--- src/include/cpw_pkg.sv ---
// Contract
// - entering the mode copies five buffers into compare registers at once
// - first counter starts from the dead time value
// - upper limit and cycle data load together at the selected transfer point
// - crest-loaded cycle acts next cycle, trough-loaded cycle acts this cycle
// - buffers always writable; temporaries update only while subcounter idle
// - temporaries move to compares at crest, trough or both per mode
// - third-phase duty write moves all five buffers to temporaries together
// - outputs inactive from mode entry until second counter exceeds dead time
// - matches drive selected level; temporaries also compared while subcounter counts
// - off timing from leading counter, on timing from lagging counter
// - first half negative-off match wins, second half positive-off match wins
// - positive-off before pending positive-on discards the turn-on
// - opposite phase stays off when an off interval is under two dead times
// - turn-on matches before the governing turn-off match are ignored
// - first counter counts up to upper limit then down to dead time
// - second counter reverses at cycle data and at zero
package cpw_pkg;
	localparam int CW = 16;
	localparam int AW = 5;
	typedef logic [CW-1:0] cpw_cnt_t;
	typedef logic [AW-1:0] cpw_addr_t;
	// register offsets
	localparam cpw_addr_t A_MODE = 5'h00;
	localparam cpw_addr_t A_OUTCTL = 5'h01;
	localparam cpw_addr_t A_START = 5'h02;
	localparam cpw_addr_t A_ULBUF = 5'h03;
	localparam cpw_addr_t A_CYCBUF = 5'h04;
	localparam cpw_addr_t A_DEAD = 5'h05;
	localparam cpw_addr_t A_DUTY1 = 5'h06;
	localparam cpw_addr_t A_DUTY2 = 5'h07;
	localparam cpw_addr_t A_DUTY3 = 5'h08;
	localparam cpw_addr_t A_CNT1 = 5'h09;
	localparam cpw_addr_t A_CNT2 = 5'h0A;
	localparam cpw_addr_t A_SUB = 5'h0B;
	localparam cpw_addr_t A_ULIM = 5'h0C;
	localparam cpw_addr_t A_CYC = 5'h0D;
	localparam cpw_addr_t A_CMP1 = 5'h0E;
	localparam cpw_addr_t A_CMP2 = 5'h0F;
	localparam cpw_addr_t A_CMP3 = 5'h10;
	localparam cpw_addr_t A_STAT = 5'h11;
	// mode field codes
	localparam logic [3:0] MODE_NORMAL = 4'h0;
	localparam logic [3:0] MODE_CREST = 4'hD;
	localparam logic [3:0] MODE_TROUGH = 4'hE;
	localparam logic [3:0] MODE_BOTH = 4'hF;
	// reset values
	localparam cpw_cnt_t CNT_ZERO = 16'h0000;
	localparam cpw_cnt_t REG_RST = 16'hFFFF;
	localparam logic [5:0] OLS_RST = 6'h00;
	typedef enum logic [2:0] {
		ST_OFF = 3'b001,
		ST_READY = 3'b010,
		ST_RUN = 3'b100
	} cpw_state_e;
endpackage

--- src/core/cpw_engine.sv ---
`timescale 1ns/1ps
module cpw_engine (
	input wire logic CORE_CLK,
	input wire logic RST_B,
	input wire cpw_pkg::cpw_addr_t ADDR,
	input wire cpw_pkg::cpw_cnt_t WDATA,
	input wire logic WR,
	input wire logic RD,
	output logic [15:0] RDATA,
	output logic [2:0] PWM_POS,
	output logic [2:0] PWM_NEG
);
	import cpw_pkg::*;

	cpw_state_e state_q;
	logic [3:0] mode_q;
	logic [2:0] positive_level_select_q;
	logic [2:0] negative_level_select_q;
	cpw_cnt_t ulbuf_q, cycbuf_q, dead_q;
	cpw_cnt_t dbuf_q [3];
	cpw_cnt_t ultmp_q, cyctmp_q;
	cpw_cnt_t dtmp_q [3];
	cpw_cnt_t ulim_q, cyc_q;
	cpw_cnt_t dcmp_q [3];
	cpw_cnt_t cnt1_q, cnt2_q, sub_q;
	logic down_q;
	logic sub_run_q;
	logic sub_down_q;
	logic pend_q;
	logic live_q;
	logic [2:0] pos_q, neg_q, arm_q;
	logic [2:0] neg_arm_q;

	logic wr_mode, enter, leave, run, crest, trough, xfer_pt, tmp_load;
	assign wr_mode = WR && (ADDR == A_MODE);
	assign enter = wr_mode && (WDATA[3:0] >= MODE_CREST) && (state_q == ST_OFF);
	assign leave = wr_mode && (WDATA[3:0] < MODE_CREST);
	assign run = (state_q == ST_RUN);
	assign crest = run && !down_q && (cnt1_q == ulim_q);
	assign trough = run && down_q && (cnt2_q == CNT_ZERO);
	// update point select
	assign xfer_pt = (crest && (mode_q == MODE_CREST || mode_q == MODE_BOTH)) ||
		(trough && (mode_q == MODE_TROUGH || mode_q == MODE_BOTH));
	assign tmp_load = pend_q && !sub_run_q;

	// mode state
	always_ff @(posedge CORE_CLK or negedge RST_B) begin
		if (!RST_B) begin
			state_q <= ST_OFF;
		end else if (leave) begin
			state_q <= ST_OFF;
		end else begin
			unique case (state_q)
				ST_OFF: begin
					if (enter) state_q <= ST_READY;
				end
				ST_READY: begin
					if (WR && ADDR == A_START && WDATA[0]) state_q <= ST_RUN;
				end
				ST_RUN: begin
					if (WR && ADDR == A_START && !WDATA[0]) state_q <= ST_READY;
				end
			endcase
		end
	end

	// control registers
	always_ff @(posedge CORE_CLK or negedge RST_B) begin
		if (!RST_B) begin
			mode_q <= MODE_NORMAL;
			positive_level_select_q <= OLS_RST[2:0];
			negative_level_select_q <= OLS_RST[5:3];
			dead_q <= REG_RST;
		end else begin
			if (wr_mode) mode_q <= WDATA[3:0];
			// levels and dead time frozen while the mode is on
			if (WR && ADDR == A_OUTCTL && state_q == ST_OFF) begin
				positive_level_select_q <= WDATA[2:0];
				negative_level_select_q <= WDATA[5:3];
			end
			if (WR && ADDR == A_DEAD && state_q == ST_OFF) dead_q <= WDATA;
		end
	end

	// buffers, always writable
	always_ff @(posedge CORE_CLK or negedge RST_B) begin
		if (!RST_B) begin
			ulbuf_q <= REG_RST;
			cycbuf_q <= REG_RST;
		end else if (WR) begin
			if (ADDR == A_ULBUF) ulbuf_q <= WDATA;
			if (ADDR == A_CYCBUF) cycbuf_q <= WDATA;
		end
	end

	// pending buffer-to-temporary move, armed by the third duty write
	always_ff @(posedge CORE_CLK or negedge RST_B) begin
		if (!RST_B) begin
			pend_q <= 1'b0;
		end else if (WR && ADDR == A_DUTY3) begin
			pend_q <= 1'b1;
		end else if (tmp_load) begin
			pend_q <= 1'b0;
		end
	end

	// limit and cycle temporaries and compares
	always_ff @(posedge CORE_CLK or negedge RST_B) begin
		if (!RST_B) begin
			ultmp_q <= REG_RST;
			cyctmp_q <= REG_RST;
			ulim_q <= REG_RST;
			cyc_q <= REG_RST;
		end else begin
			if (tmp_load) begin
				ultmp_q <= ulbuf_q;
				cyctmp_q <= cycbuf_q;
			end
			if (enter) begin
				ulim_q <= ulbuf_q;
				cyc_q <= cycbuf_q;
			end else if (xfer_pt) begin
				ulim_q <= ultmp_q;
				cyc_q <= cyctmp_q;
			end
		end
	end

	// per-phase duty storage and waveform
	genvar p;
	generate
		for (p = 0; p < 3; p++) begin : g_ph
			cpw_addr_t dadr;
			logic hit1, hit2;
			assign dadr = A_DUTY1 + cpw_addr_t'(p);
			// match on compare, and on temporary while subcounter counts
			assign hit1 = run && live_q && ((cnt1_q == dcmp_q[p]) ||
				(sub_run_q && cnt1_q == dtmp_q[p]));
			assign hit2 = run && live_q && ((cnt2_q == dcmp_q[p]) ||
				(sub_run_q && cnt2_q == dtmp_q[p]));

			always_ff @(posedge CORE_CLK or negedge RST_B) begin
				if (!RST_B) begin
					dbuf_q[p] <= REG_RST;
					dtmp_q[p] <= REG_RST;
					dcmp_q[p] <= REG_RST;
				end else begin
					if (WR && ADDR == dadr) dbuf_q[p] <= WDATA;
					if (tmp_load) dtmp_q[p] <= dbuf_q[p];
					if (enter) begin
						dcmp_q[p] <= dbuf_q[p];
					end else if (xfer_pt) begin
						dcmp_q[p] <= dtmp_q[p];
					end
				end
			end

			// off matches arm the opposite turn-on; half change discards stale arms
			always_ff @(posedge CORE_CLK or negedge RST_B) begin
				if (!RST_B) begin
					pos_q[p] <= 1'b0;
					neg_q[p] <= 1'b0;
					arm_q[p] <= 1'b0;
					neg_arm_q[p] <= 1'b0;
				end else if (!run || !live_q) begin
					pos_q[p] <= 1'b0;
					neg_q[p] <= 1'b0;
					arm_q[p] <= 1'b0;
					neg_arm_q[p] <= 1'b0;
				end else if (crest || trough) begin
					arm_q[p] <= 1'b0;
					neg_arm_q[p] <= 1'b0;
				end else if (!down_q) begin
					// first half: first counter leads, negative off wins, then positive on
					if (hit1) begin
						neg_q[p] <= 1'b0;
						arm_q[p] <= 1'b1;
					end else if (hit2 && arm_q[p] && !neg_q[p]) begin
						pos_q[p] <= 1'b1;
						arm_q[p] <= 1'b0;
					end
				end else begin
					// second half: second counter leads on the way down, so it turns off
					if (hit2) begin
						pos_q[p] <= 1'b0;
						arm_q[p] <= 1'b0;
						neg_arm_q[p] <= 1'b1;
					end else if (hit1 && neg_arm_q[p] && !pos_q[p]) begin
						neg_q[p] <= 1'b1;
						neg_arm_q[p] <= 1'b0;
					end
				end
			end

			// selected active level, both outputs driven low while the mode is off
			always_ff @(posedge CORE_CLK or negedge RST_B) begin
				if (!RST_B) begin
					PWM_POS[p] <= 1'b0;
					PWM_NEG[p] <= 1'b0;
				end else if (state_q == ST_OFF) begin
					PWM_POS[p] <= 1'b0;
					PWM_NEG[p] <= 1'b0;
				end else begin
					PWM_POS[p] <= pos_q[p] ? positive_level_select_q[p] : ~positive_level_select_q[p];
					PWM_NEG[p] <= neg_q[p] ? negative_level_select_q[p] : ~negative_level_select_q[p];
				end
			end
		end
	endgenerate

	// main counters
	always_ff @(posedge CORE_CLK or negedge RST_B) begin
		if (!RST_B) begin
			cnt1_q <= CNT_ZERO;
			cnt2_q <= CNT_ZERO;
			down_q <= 1'b0;
		end else if (enter) begin
			cnt1_q <= dead_q;
			down_q <= 1'b0;
		end else if (WR && ADDR == A_CNT2 && !run) begin
			cnt2_q <= WDATA;
		end else if (run) begin
			if (crest) begin
				down_q <= 1'b1;
				cnt1_q <= cnt1_q - 16'h0001;
				cnt2_q <= cnt2_q - 16'h0001;
			end else if (trough) begin
				down_q <= 1'b0;
				cnt1_q <= cnt1_q + 16'h0001;
				cnt2_q <= cnt2_q + 16'h0001;
			end else if (down_q) begin
				cnt1_q <= cnt1_q - 16'h0001;
				cnt2_q <= (cnt2_q == CNT_ZERO) ? CNT_ZERO : cnt2_q - 16'h0001;
			end else begin
				cnt1_q <= cnt1_q + 16'h0001;
				cnt2_q <= (cnt2_q == cyc_q) ? cnt2_q : cnt2_q + 16'h0001;
			end
		end
	end

	// outputs released once the second counter passes the dead time
	always_ff @(posedge CORE_CLK or negedge RST_B) begin
		if (!RST_B) begin
			live_q <= 1'b0;
		end else if (enter || state_q == ST_OFF) begin
			live_q <= 1'b0;
		end else if (run && cnt2_q > dead_q) begin
			live_q <= 1'b1;
		end
	end

	// subcounter mirrors the counters through each dead-time window, then halts
	// so that pending temporaries can load between windows
	always_ff @(posedge CORE_CLK or negedge RST_B) begin
		if (!RST_B) begin
			sub_q <= CNT_ZERO;
			sub_run_q <= 1'b0;
			sub_down_q <= 1'b0;
		end else if (!run) begin
			sub_run_q <= 1'b0;
		end else if (!sub_run_q) begin
			if (!down_q && cnt1_q == cyc_q) begin
				sub_run_q <= 1'b1;
				sub_down_q <= 1'b1;
				sub_q <= ulim_q;
			end else if (down_q && cnt2_q == dead_q) begin
				sub_run_q <= 1'b1;
				sub_down_q <= 1'b0;
				sub_q <= CNT_ZERO;
			end
		end else if (sub_down_q) begin
			if (sub_q == CNT_ZERO) begin
				sub_q <= ulim_q; // trough window done
				sub_run_q <= 1'b0;
			end else if (sub_q == cyc_q) begin
				sub_down_q <= 1'b0; // crest window turns back up
			end else begin
				sub_q <= sub_q - 16'h0001;
			end
		end else begin
			if (sub_q == ulim_q) begin
				sub_q <= CNT_ZERO; // crest window done
				sub_run_q <= 1'b0;
			end else if (sub_q == dead_q) begin
				sub_down_q <= 1'b1;
			end else begin
				sub_q <= sub_q + 16'h0001;
			end
		end
	end

	// register read, data in the cycle after the strobe
	always_ff @(posedge CORE_CLK or negedge RST_B) begin
		if (!RST_B) begin
			RDATA <= CNT_ZERO;
		end else if (RD) begin
			unique case (ADDR)
				A_MODE: RDATA <= {12'h000, mode_q};
				A_OUTCTL: RDATA <= {10'h000, negative_level_select_q, positive_level_select_q};
				A_START: RDATA <= {15'h0000, run};
				A_ULBUF: RDATA <= ulbuf_q;
				A_CYCBUF: RDATA <= cycbuf_q;
				A_DEAD: RDATA <= dead_q;
				A_DUTY1: RDATA <= dbuf_q[0];
				A_DUTY2: RDATA <= dbuf_q[1];
				A_DUTY3: RDATA <= dbuf_q[2];
				A_CNT1: RDATA <= cnt1_q;
				A_CNT2: RDATA <= cnt2_q;
				A_SUB: RDATA <= sub_q;
				A_ULIM: RDATA <= ulim_q;
				A_CYC: RDATA <= cyc_q;
				A_CMP1: RDATA <= dcmp_q[0];
				A_CMP2: RDATA <= dcmp_q[1];
				A_CMP3: RDATA <= dcmp_q[2];
				A_STAT: RDATA <= {12'h000, live_q, pend_q, sub_run_q, down_q};
				default: RDATA <= CNT_ZERO;
			endcase
		end else begin
			RDATA <= CNT_ZERO;
		end
	end
endmodule // cpw_engine

--- config.mk ---
export PLATFORM = sky130hd
export DESIGN_NAME = cpw_engine
export DESIGN_NICKNAME = d
export VERILOG_FILES = /design/src/include/cpw_pkg.sv /design/src/core/cpw_engine.sv
export SDC_FILE = /design/constraint.sdc
export NUM_CORES = 1
export LEC_CHECK = 0
export ABC_AREA = 1
export ABC_CLOCK_PERIOD_IN_PS = 3100
export BUFFER_PORTS_ARGS = -buffer_cell sky130_fd_sc_hd__buf_2
export CAP_MARGIN = 25
export CORE_ASPECT_RATIO = 0.9
export CORE_MARGIN = 1.5
export CORE_UTILIZATION = 37
export DETAILED_ROUTE_END_ITERATION = 12
export PLACE_DENSITY = 0.56
export REMOVE_ABC_BUFFERS = 1
export SLEW_MARGIN = 25
export SYNTH_ARGS = -nofsm -noshare
export SYNTH_HDL_FRONTEND = slang
export SYNTH_SLANG_ARGS = --single-unit
--- constraint.sdc ---
create_clock -name CORE_CLK -period 3.1 [get_ports CORE_CLK]
set_clock_uncertainty 0.05 [all_clocks]
set_input_delay 0.31 -clock CORE_CLK [delete_from_list [all_inputs] [get_ports CORE_CLK]]
set_output_delay 0.31 -clock CORE_CLK [all_outputs]
set_load 0.02 [all_outputs]
**Word-level counts from Yosys, hierarchy flattened**

Cells that the tools add are included.

- Flip-flop bits (word level): 356
- Logic and storage cells: 385

- $add $sub $neg: 6
- $lt $le $gt $ge: 3
- Equal/unequal tests: 65
- Muxes and demuxes: 140
- Bitwise gates (word level): 7
- Reductions and logical operators: 117

Operators with widths:

| operator | count |
|---|---|
| $mux W16 | 32 |
| $eq A16 B16 Y1 | 19 |
| $pmux W16 S18 | 1 |
| $mux W1 | 102 |
| $logic_and A1 B1 Y1 | 51 |
| $add A16 B1 Y16 const B | 3 |
| $sub A16 B1 Y16 const B | 3 |
| $eq A5 B4 Y1 const B | 8 |
| $logic_not A16 Y1 | 2 |
| $reduce_and A4 Y1 | 7 |
| $reduce_bool A3 Y1 | 9 |
| $ne A3 B2 Y1 const B | 7 |
| $eq A5 B3 Y1 const B | 4 |
| $reduce_and A2 Y1 | 10 |
| $ne A3 B1 Y1 const B | 6 |
| $gt A16 B16 Y1 | 1 |
| $reduce_bool A5 Y1 | 3 |
| $eq A4 B4 Y1 const B | 3 |
| $logic_or A1 B1 Y1 | 12 |
| $mux W3 | 4 |
| $ne A4 B1 Y1 const B | 3 |
| $reduce_bool A4 Y1 | 3 |
| $logic_not A1 Y1 | 11 |
| $eq A5 B2 Y1 const B | 2 |
| other kinds (16) | 32 |

**Longest topological paths before layout**

Gate-level depths: netlist of the first run.

- Depth in word-level cells: 11
- Depth in mapped cells: 16
- Depth with buffers taken out: 15

**Least setup slack after synthesis of the first run**

Ideal clock, no wire load.

- Path type: register to register
- Start: register dead_q[15]
- End: register sub_q[11]
- Library setup time: 0.116 ns
- Data arrival time: 1.966 ns
- Required time: 2.934 ns
- Setup slack: 0.968 ns
- Cell stages (with the launch flop): 13
- Period minus slack after synthesis: 2.132 ns
- Cell sequence: dfstp_2 > inv_1 > ha_1 > nand2_1 > nor2_1 > nand4_1 > nor3_1 > a21oi_1 > nand2_1 > nand4_2 > buf_2 > nand2_1 > nand2_1

- Word-level cells in the longest chain between the ends: 4
- Elaborated cells between the ends (all ways): 6

RTL lines:

| what | line | RTL |
|---|---|---|
| start: declaration | cpw_engine.sv:19 | `cpw_cnt_t ulbuf_q, cycbuf_q, dead_q;` |
| start signal: assignment | cpw_engine.sv:73 | `dead_q <= REG_RST;` |
| start signal: assignment | cpw_engine.sv:81 | `if (WR && ADDR == A_DEAD && state_q == ST_OFF) dead_q <= WDATA;` |
| $eq A16 B16 Y1 | cpw_engine.sv:266 | `end else if (down_q && cnt2_q == dead_q) begin` |
| $logic_and A1 B1 Y1 | cpw_engine.sv:266 |  |
| $reduce_bool A3 Y1 (no line) | - |  |
| $reduce_and A4 Y1 (no line) * | - |  |
| end signal: assignment | cpw_engine.sv:265 | `sub_q <= ulim_q;` |
| end signal: assignment | cpw_engine.sv:273 | `sub_q <= ulim_q;` |
| end signal: assignment | cpw_engine.sv:278 | `sub_q <= sub_q - 16'h0001;` |
| end: declaration | cpw_engine.sv:25 | `cpw_cnt_t cnt1_q, cnt2_q, sub_q;` |

Every way passes the cells marked *; elsewhere a longest branch is shown, timed or not.
A chain may end at the register's enable or synchronous reset.

**Worst setup path after layout of the first run**

- Start: register dead_q[13]
- End: register sub_q[15]

Same word-level chain as after synthesis.

==> out/metrics.yaml, run 1 <==
die_y_um: 246.2
grt.overflow.total: 0
syn_area_um2: 24310
slowest_stage: "dfstp_2"
cap_violations: 0
cts_buffers: 44
crit_family: "simple AND/OR/NAND/NOR gates"
crit_chain: "inv_1, ha_1, nand2_1, nor2_1, nand4_1, nor3_1, a21oi_1, nand2_1, nand2_2, nor2_4, buf_12, nand2_1, nand2_1"
routabilityCongestion: 1.048
post_drt_via_cell_ratio: 5.541
cp-start-kind: "flip-flop"
outcome: "complete, no violations"
first_pass_iters: 6
ant_nets: 0
grt_start_max_net_pins: 161
ys_types: 50
layout_commonest_cell: "nand2_1"
grt_pass1_wl_um: 157300
relSlewSlack: 0.3037
setup_viol: 0
leakage_nw: 12.20
fin_area_um2: 27650
netlist_instances: 3522
drive_above_1_share: 0.1648
io_buffers: 46
rows: 88
synth_ff_type: "dfstp_2"
post-route-util: 0.4285
hold_viol_final: 0
fmax_mhz: 353.0
clk_path_buf_depth: 3
fill_cells: 6846
avgSynthCellArea_um2: 6.903
cts_sinks: 356
max-vdd-ir-drop_v: 0.0004376
worstPathMaxFanout: 16
crit_type: "flip-flop to flip-flop"
num_vias: 24840
diodes: 0
post_cts_resized: 0
worstSkewPairLatency_ns: 0.59
drtIter0Drc: 3195
antenna_found_initial: 0
yosysWarnings: 0
ctsHtreeMaxLevel: 2
nets: 3644
ys_async_sr_fraction: 1.000
fp.dieW_um: 273.2
pin_count: 47
r2r_slack_ns: 0.27
synthToLayoutAreaGrowth_pct: 13.73
dieArea_um2: 67250
end_kind: "flip-flop"
wl_per_cell_um: 23.91
yosys.area.top_type: "dfstp_2"
rsz0062_at_grt: "no"
synth_top_area_frac: 0.2778
dpl_cell_area_um2: 26110
p_per_area_nw_per_um2: 611.2
worstPathRequired_ns: 3.57
ys_seq_area_frac: 0.3797
clk_pin_slew_ns: 0.06
core-area_um2: 64520
finalWorstPathRequiredPeriod_ns: 2.833
crit_top_cell: "nand2_1"
slowest_delay_ns: 0.55
dp_hpwl_um: 81520
final_cell_mix: "1084 x nand2_1, 365 x inv_1, 338 x o21ai_0"
grt_pass1_vias: 22880
final_max_slew_viol_count: 0
path_buf_inv: 2
cts_tree: "yes"
cts-root-buf: "clkbuf_16"
synth_area_leaders: "dfstp_2 28%, nand2_1 17%, dfrtp_1 10%"
worstPathArrival_ns: 3.30
track_usage: 0.3175
routed_wl_um: 107200
worst_pin_slew_ns: 1.043
start_util: 0.3768
synth.ff_latch_count: 356
period_share: 0.9139
hold_path.class: "primary input to flip-flop"
synth_edf_count: 0
drc_errors: 0
==> logic make-up (layout without fill, tap and decap cells) <==
family | after synthesis | after routing | synth area share
and+or+nand+nor | 1733 | 1733 | 0.2961
AOI/OAI and AO/OA | 634 | 634 | 0.1429
buffers and inverters | 568 | 674 | 0.09444
DFF | 356 | 356 | 0.3797
xor gates and xnor gates | 207 | 207 | 0.07458
adders and majority gates | 24 | 24 | 0.01235
==> power breakdown <==
group / switching (mW) / leakage (nW) / internal [mW] / total, mW
Combinational: 3.58 / 7.58 / 1.79 / 5.37
Clock: 2.22 / 0.718 / 3.19 / 5.41
Sequential: 0.713 / 3.90 / 5.41 / 6.12
Total: 6.51 / 12.2 / 10.4 / 16.9
==> registers in the layout, indices dropped and copies added (netlist names), 4 cells and up <==
name / flops
ultmp_q: 16
dcmp_q: 48
dbuf_q: 48
cycbuf_q: 16
cnt2_q: 16
RDATA: 16
dtmp_q: 48
ulbuf_q: 16
mode_q: 4
cyctmp_q: 16
sub_q: 16
cnt1_q: 16
ulim_q: 16
dead_q: 16
cyc_q: 16
==> final timing paths <==
path | startpoint | endpoint | cells past startpoint
min | WDATA[3] | cnt2_q[3] | 3
min reg2reg | cycbuf_q[10] | cycbuf_q[10] | 2
max reg2reg | dead_q[13] | sub_q[15] | 13
min in group asynchronous | RST_B | sub_q[5] | 2
max | dead_q[13] | sub_q[15] | 13
max in group asynchronous | RST_B | dbuf_q[26] | 3
==> Yosys cell counts, types with 5 or more instances <==
cell      instances
o21ai_2          10
o221ai_1          8
a221oi_1          5
ha_1             24
nand3b_1         14
inv_1           365
dfstp_2         257
buf_2            58
nor2_1          294
buf_4             5
nor2_2           10
a31oi_1          10
o22ai_1          99
clkbuf_1         89
inv_2            22
buf_6             8
dfrtp_1          99
a21oi_1          69
nor4_1            9
xnor2_1          69
xor2_1          138
o21ai_1          72
nand2_2          14
nand4_1          77
o21ai_0         338
o211ai_1          6
buf_1            12
nand2_1        1085
nand3_1         151
nor3_1           62
clkinv_1          7
==> layer usage <==
metal  up-vias  track usage  wire, um
met3       252      0.06842     10990
met5         -            0         0
met4         0       0.1446      5525
met1     11730       0.4506     46580
met2      1346       0.4580     44100
li1      11510            -         -
==> repair_timing <==
action / 4_1_cts / 5_1_grt
buffers inserted: 0 / 1
hold endpoints to repair: 18 / 0
hold buffers: 4 / 0
setup endpoints to repair: 0 / 4
==> worst register-to-register path, cell delays in order, from the launching register on <==
cell and delay (ns):
dfstp_2 0.55, inv_1 0.16, ha_1 0.36, nand2_1 0.08, nor2_1 0.17, nand4_1 0.21, nor3_1 0.37, a21oi_1 0.15
nand2_1 0.14, nand2_2 0.10, nor2_4 0.15, buf_12 0.15, nand2_1 0.07, nand2_1 0.06
==> through the flow <==
step                      std cells  power (mW)  TNS (ns)  hold WS [ns]  setup WS [ns]
after global routing           4483       17.71         0       0.03976         0.1633
after global placement         4399       11.38         0        0.3625         0.1621
final                          4483       16.90         0       0.04482         0.2669
after detailed placement       4399       11.36         0        0.3494         0.1784
after CTS                      4482       16.83         0       0.01574         0.1568
after floorplan                3348       9.059   -267.83      -0.03559         -3.176
==> cell type report <==
class	instances	area (um^2)	area share
clock inverters	19	216.5	0.007829
well taps	855	1070	0.03869
multi-input cells	2598	12800	0.4630
clock buffers	60	1262	0.04566
flip-flops and latches	356	9230	0.3338
repair buffers	201	1589	0.05747
inverters	394	1479	0.05349
Power figures use the tool's default switching activity.
==> run 2, diff against run 1 <==
CORE_MARGIN = 1   (was 1.5)
CORE_UTILIZATION = 55   (was 37)
PLACE_DENSITY = 0.75   (was 0.56)
==> run 2 against run 1 <==
  * Utilization up 20 points
  * Non-clock buffer count fell by 15
  * Clock-buffer cell count fell by 3
  * Design area down 2.2%
  * Sequential power grew 0.8%
  * Clock power is 6.7% lower
  * Combinational power up 3%
  * Register-to-register slack worse by 0.13 ns
  * Global-route usage rose by 17 points
  * Sequential share of layout area is 0.76 points higher
  * Flip-flop and latch count unchanged
==> out/metrics.yaml, run 2 (synthesis results as in run 1) <==
outcome: "complete, no violations"
io_buffers: 46  # unchanged
top_regs: "dbuf_q x48, dcmp_q x48, dtmp_q x48"
crit_family: "simple AND/OR/NAND/NOR gates"
antenna_found_initial: 2  # +2
fmax_mhz: 337.8  # -4.3%
crit_type: "flip-flop to flip-flop"
max-vdd-ir-drop_v: 0.0004686  # +7.1%
worstPathMaxFanout: 48  # +32
drive_above_1_share: 0.1596  # -0.005184
top_layer: "met5"
nets: 3625  # -0.52%
crit_top_cell: "nand2_1"
worstSkewPairLatency_ns: 0.59  # about the same
num_vias: 26200  # +5.5%
wl_met1_um: 41620  # -11%
end_kind: "flip-flop"
dp_hpwl_um: 82420  # +1.1%
clk_path_buf_depth: 3  # unchanged
drtIter0Drc: 4068  # +27%
drc_errors: 0  # unchanged
start_util: 0.5622  # +0.1854
grt.overflow.total: 0  # unchanged
layout_commonest_cell: "nand2_1"
worstPathRequired_ns: 3.54  # -0.03 ns
rows: 72  # -18%
cts_buffers: 40  # -9.1%
grt_pass1_wl_um: 162100  # +3.0%
synthToLayoutAreaGrowth_pct: 11.19
cts-root-buf: "clkbuf_16"
relSlewSlack: 0.3455  # +0.04179
post-route-util: 0.6251  # +0.1966
first_pass_iters: 9  # +3
multiInputGateArea_um2: 12810  # about the same
leakage_nw: 12.05  # -1.2%
routabilityCongestion: 1.063  # +1.4%
wl_met2_um: 45500  # +3.2%
diodes: 0  # unchanged
cts_sinks: 356  # unchanged
core-area_um2: 43240  # -33%
pin_count: 47  # unchanged
slowest_delay_ns: 0.71  # +0.16 ns
crit_chain: "inv_2, nand2_1, nand2_1, nor2_2, nand2_1, nor2_4, nand3_4, o211ai_4, buf_12, buf_12, nand2_1, o21ai_1"
dieArea_um2: 45050  # -33%
hold_viol_final: 0  # unchanged
worst_pin_slew_ns: 0.9794  # -0.06391 ns
cp-start-kind: "flip-flop"
cts_tree: "yes"
wl_per_cell_um: 26.45  # +11%
fp.dieW_um: 223.6  # -18%
path_buf_inv: 3  # +1
post_drt_via_cell_ratio: 6.294  # +14%
routed_wl_um: 110100  # +2.7%
grt_pass1_vias: 24870  # +8.7%
worstPathArrival_ns: 3.40  # +0.10 ns
regArea_um2: 9230  # unchanged
cap_violations: 0  # unchanged
period_share: 0.9550  # +0.04106
ant_nets: 0  # unchanged
rsz0062_at_grt: "no"
track_usage: 0.4895  # +0.1720
setup_viol: 0  # unchanged
hold_path.class: "primary input to flip-flop"
tns_ns: 0  # unchanged
slowest_stage: "dfrtp_1"
final_max_slew_viol_count: 0  # unchanged
final_cell_mix: "1084 x nand2_1, 365 x inv_1, 338 x o21ai_0"
p_per_area_nw_per_um2: 619.5  # +1.4%
fill_cells: 3910  # -43%
finalWorstPathRequiredPeriod_ns: 2.960  # +0.1273 ns
clk_pin_slew_ns: 0.07  # about the same
met3WireLength_um: 15010  # +37%
ctsHtreeMaxLevel: 2  # unchanged
die_y_um: 201.5  # -18%
grt_start_max_net_pins: 161  # unchanged
[run 2: changes by cell type in the layout (fill, tap and decap cells not counted), sizes merged]
cell      previous run  this run
clkinvlp             5         3
bufinv               4         3
clkbuf              60        57
inv                390       391
buf                197       182
[run 2: tightest hold or removal path, delay by kind of cell]
kind / cells / cell delay, ns
AO/OA/AOI/OAI: 2 / 0.22
buffers and inverters: 1 / 0.19
[run 2: final cells by class]
class	instances	area share
multi-input combinational	2598	0.4738
sequential	356	0.3415
inverter	394	0.05471
timing repair buffer	186	0.05416
clock buffer	57	0.04319
tap	555	0.02569
clock inverter	17	0.006943
[run 2: what timing repair did]
item                                    CTS  global route
hold buffers                              4             0
endpoints found under the setup margin    0            11
endpoints found under the hold margin    41             0
gates resized for setup                   0             2
setup buffers                             0             1
[run 2: report_power, final]
group	total (mW)	internal, mW	leakage, nW	switching, mW
Combinational	5.53	1.78	7.49	3.75
Sequential	6.17	5.40	3.90	0.769
Clock	5.05	2.90	0.660	2.15
Total	16.7	10.1	12.1	6.67
[run 2: final timing paths]
| path | startpoint | to | slack [ns] | depth (start not counted) |
|---|---|---|---|---|
| worst max-delay path | cnt1_q[15] | cyc_q[14] | 0.14 | 12 |
| worst min-delay path | WDATA[3] | cnt2_q[3] | 0.12 | 3 |
| worst max register to register | cnt1_q[15] | cyc_q[14] | 0.14 | 12 |
| worst min register to register | cyctmp_q[6] | cyctmp_q[6] | 0.44 | 2 |
| max in group asynchronous | RST_B | cyc_q[9] | 1.73 | 3 |
| min in group asynchronous | RST_B | sub_q[8] | 0.33 | 2 |
[run 2: per-layer routing]
| metal | track usage | up-vias |
|---|---|---|
| met2 | 0.7185 | 2040 |
| met5 | 0 | - |
| met3 | 0.1348 | 467 |
| met1 | 0.6432 | 12250 |
| li1 | - | 11450 |
| met4 | 0.2940 | 4 |
[run 2: through the flow]
stage               hold slack, ns  instance area (um^2)  setup WS (ns)  instances  power, mW
detailed placement          0.3741                 25600         0.1931       4084      11.41
finish                      0.1242                 27030         0.1396       4163      16.75
global route               0.08322                 27030        0.04063       4163      17.31
floorplan                 -0.03559                 23490         -3.176       3348      9.059
global placement            0.3670                 25600         0.3420       4084      11.31
CTS                        0.07856                 27000         0.1811       4162      16.42
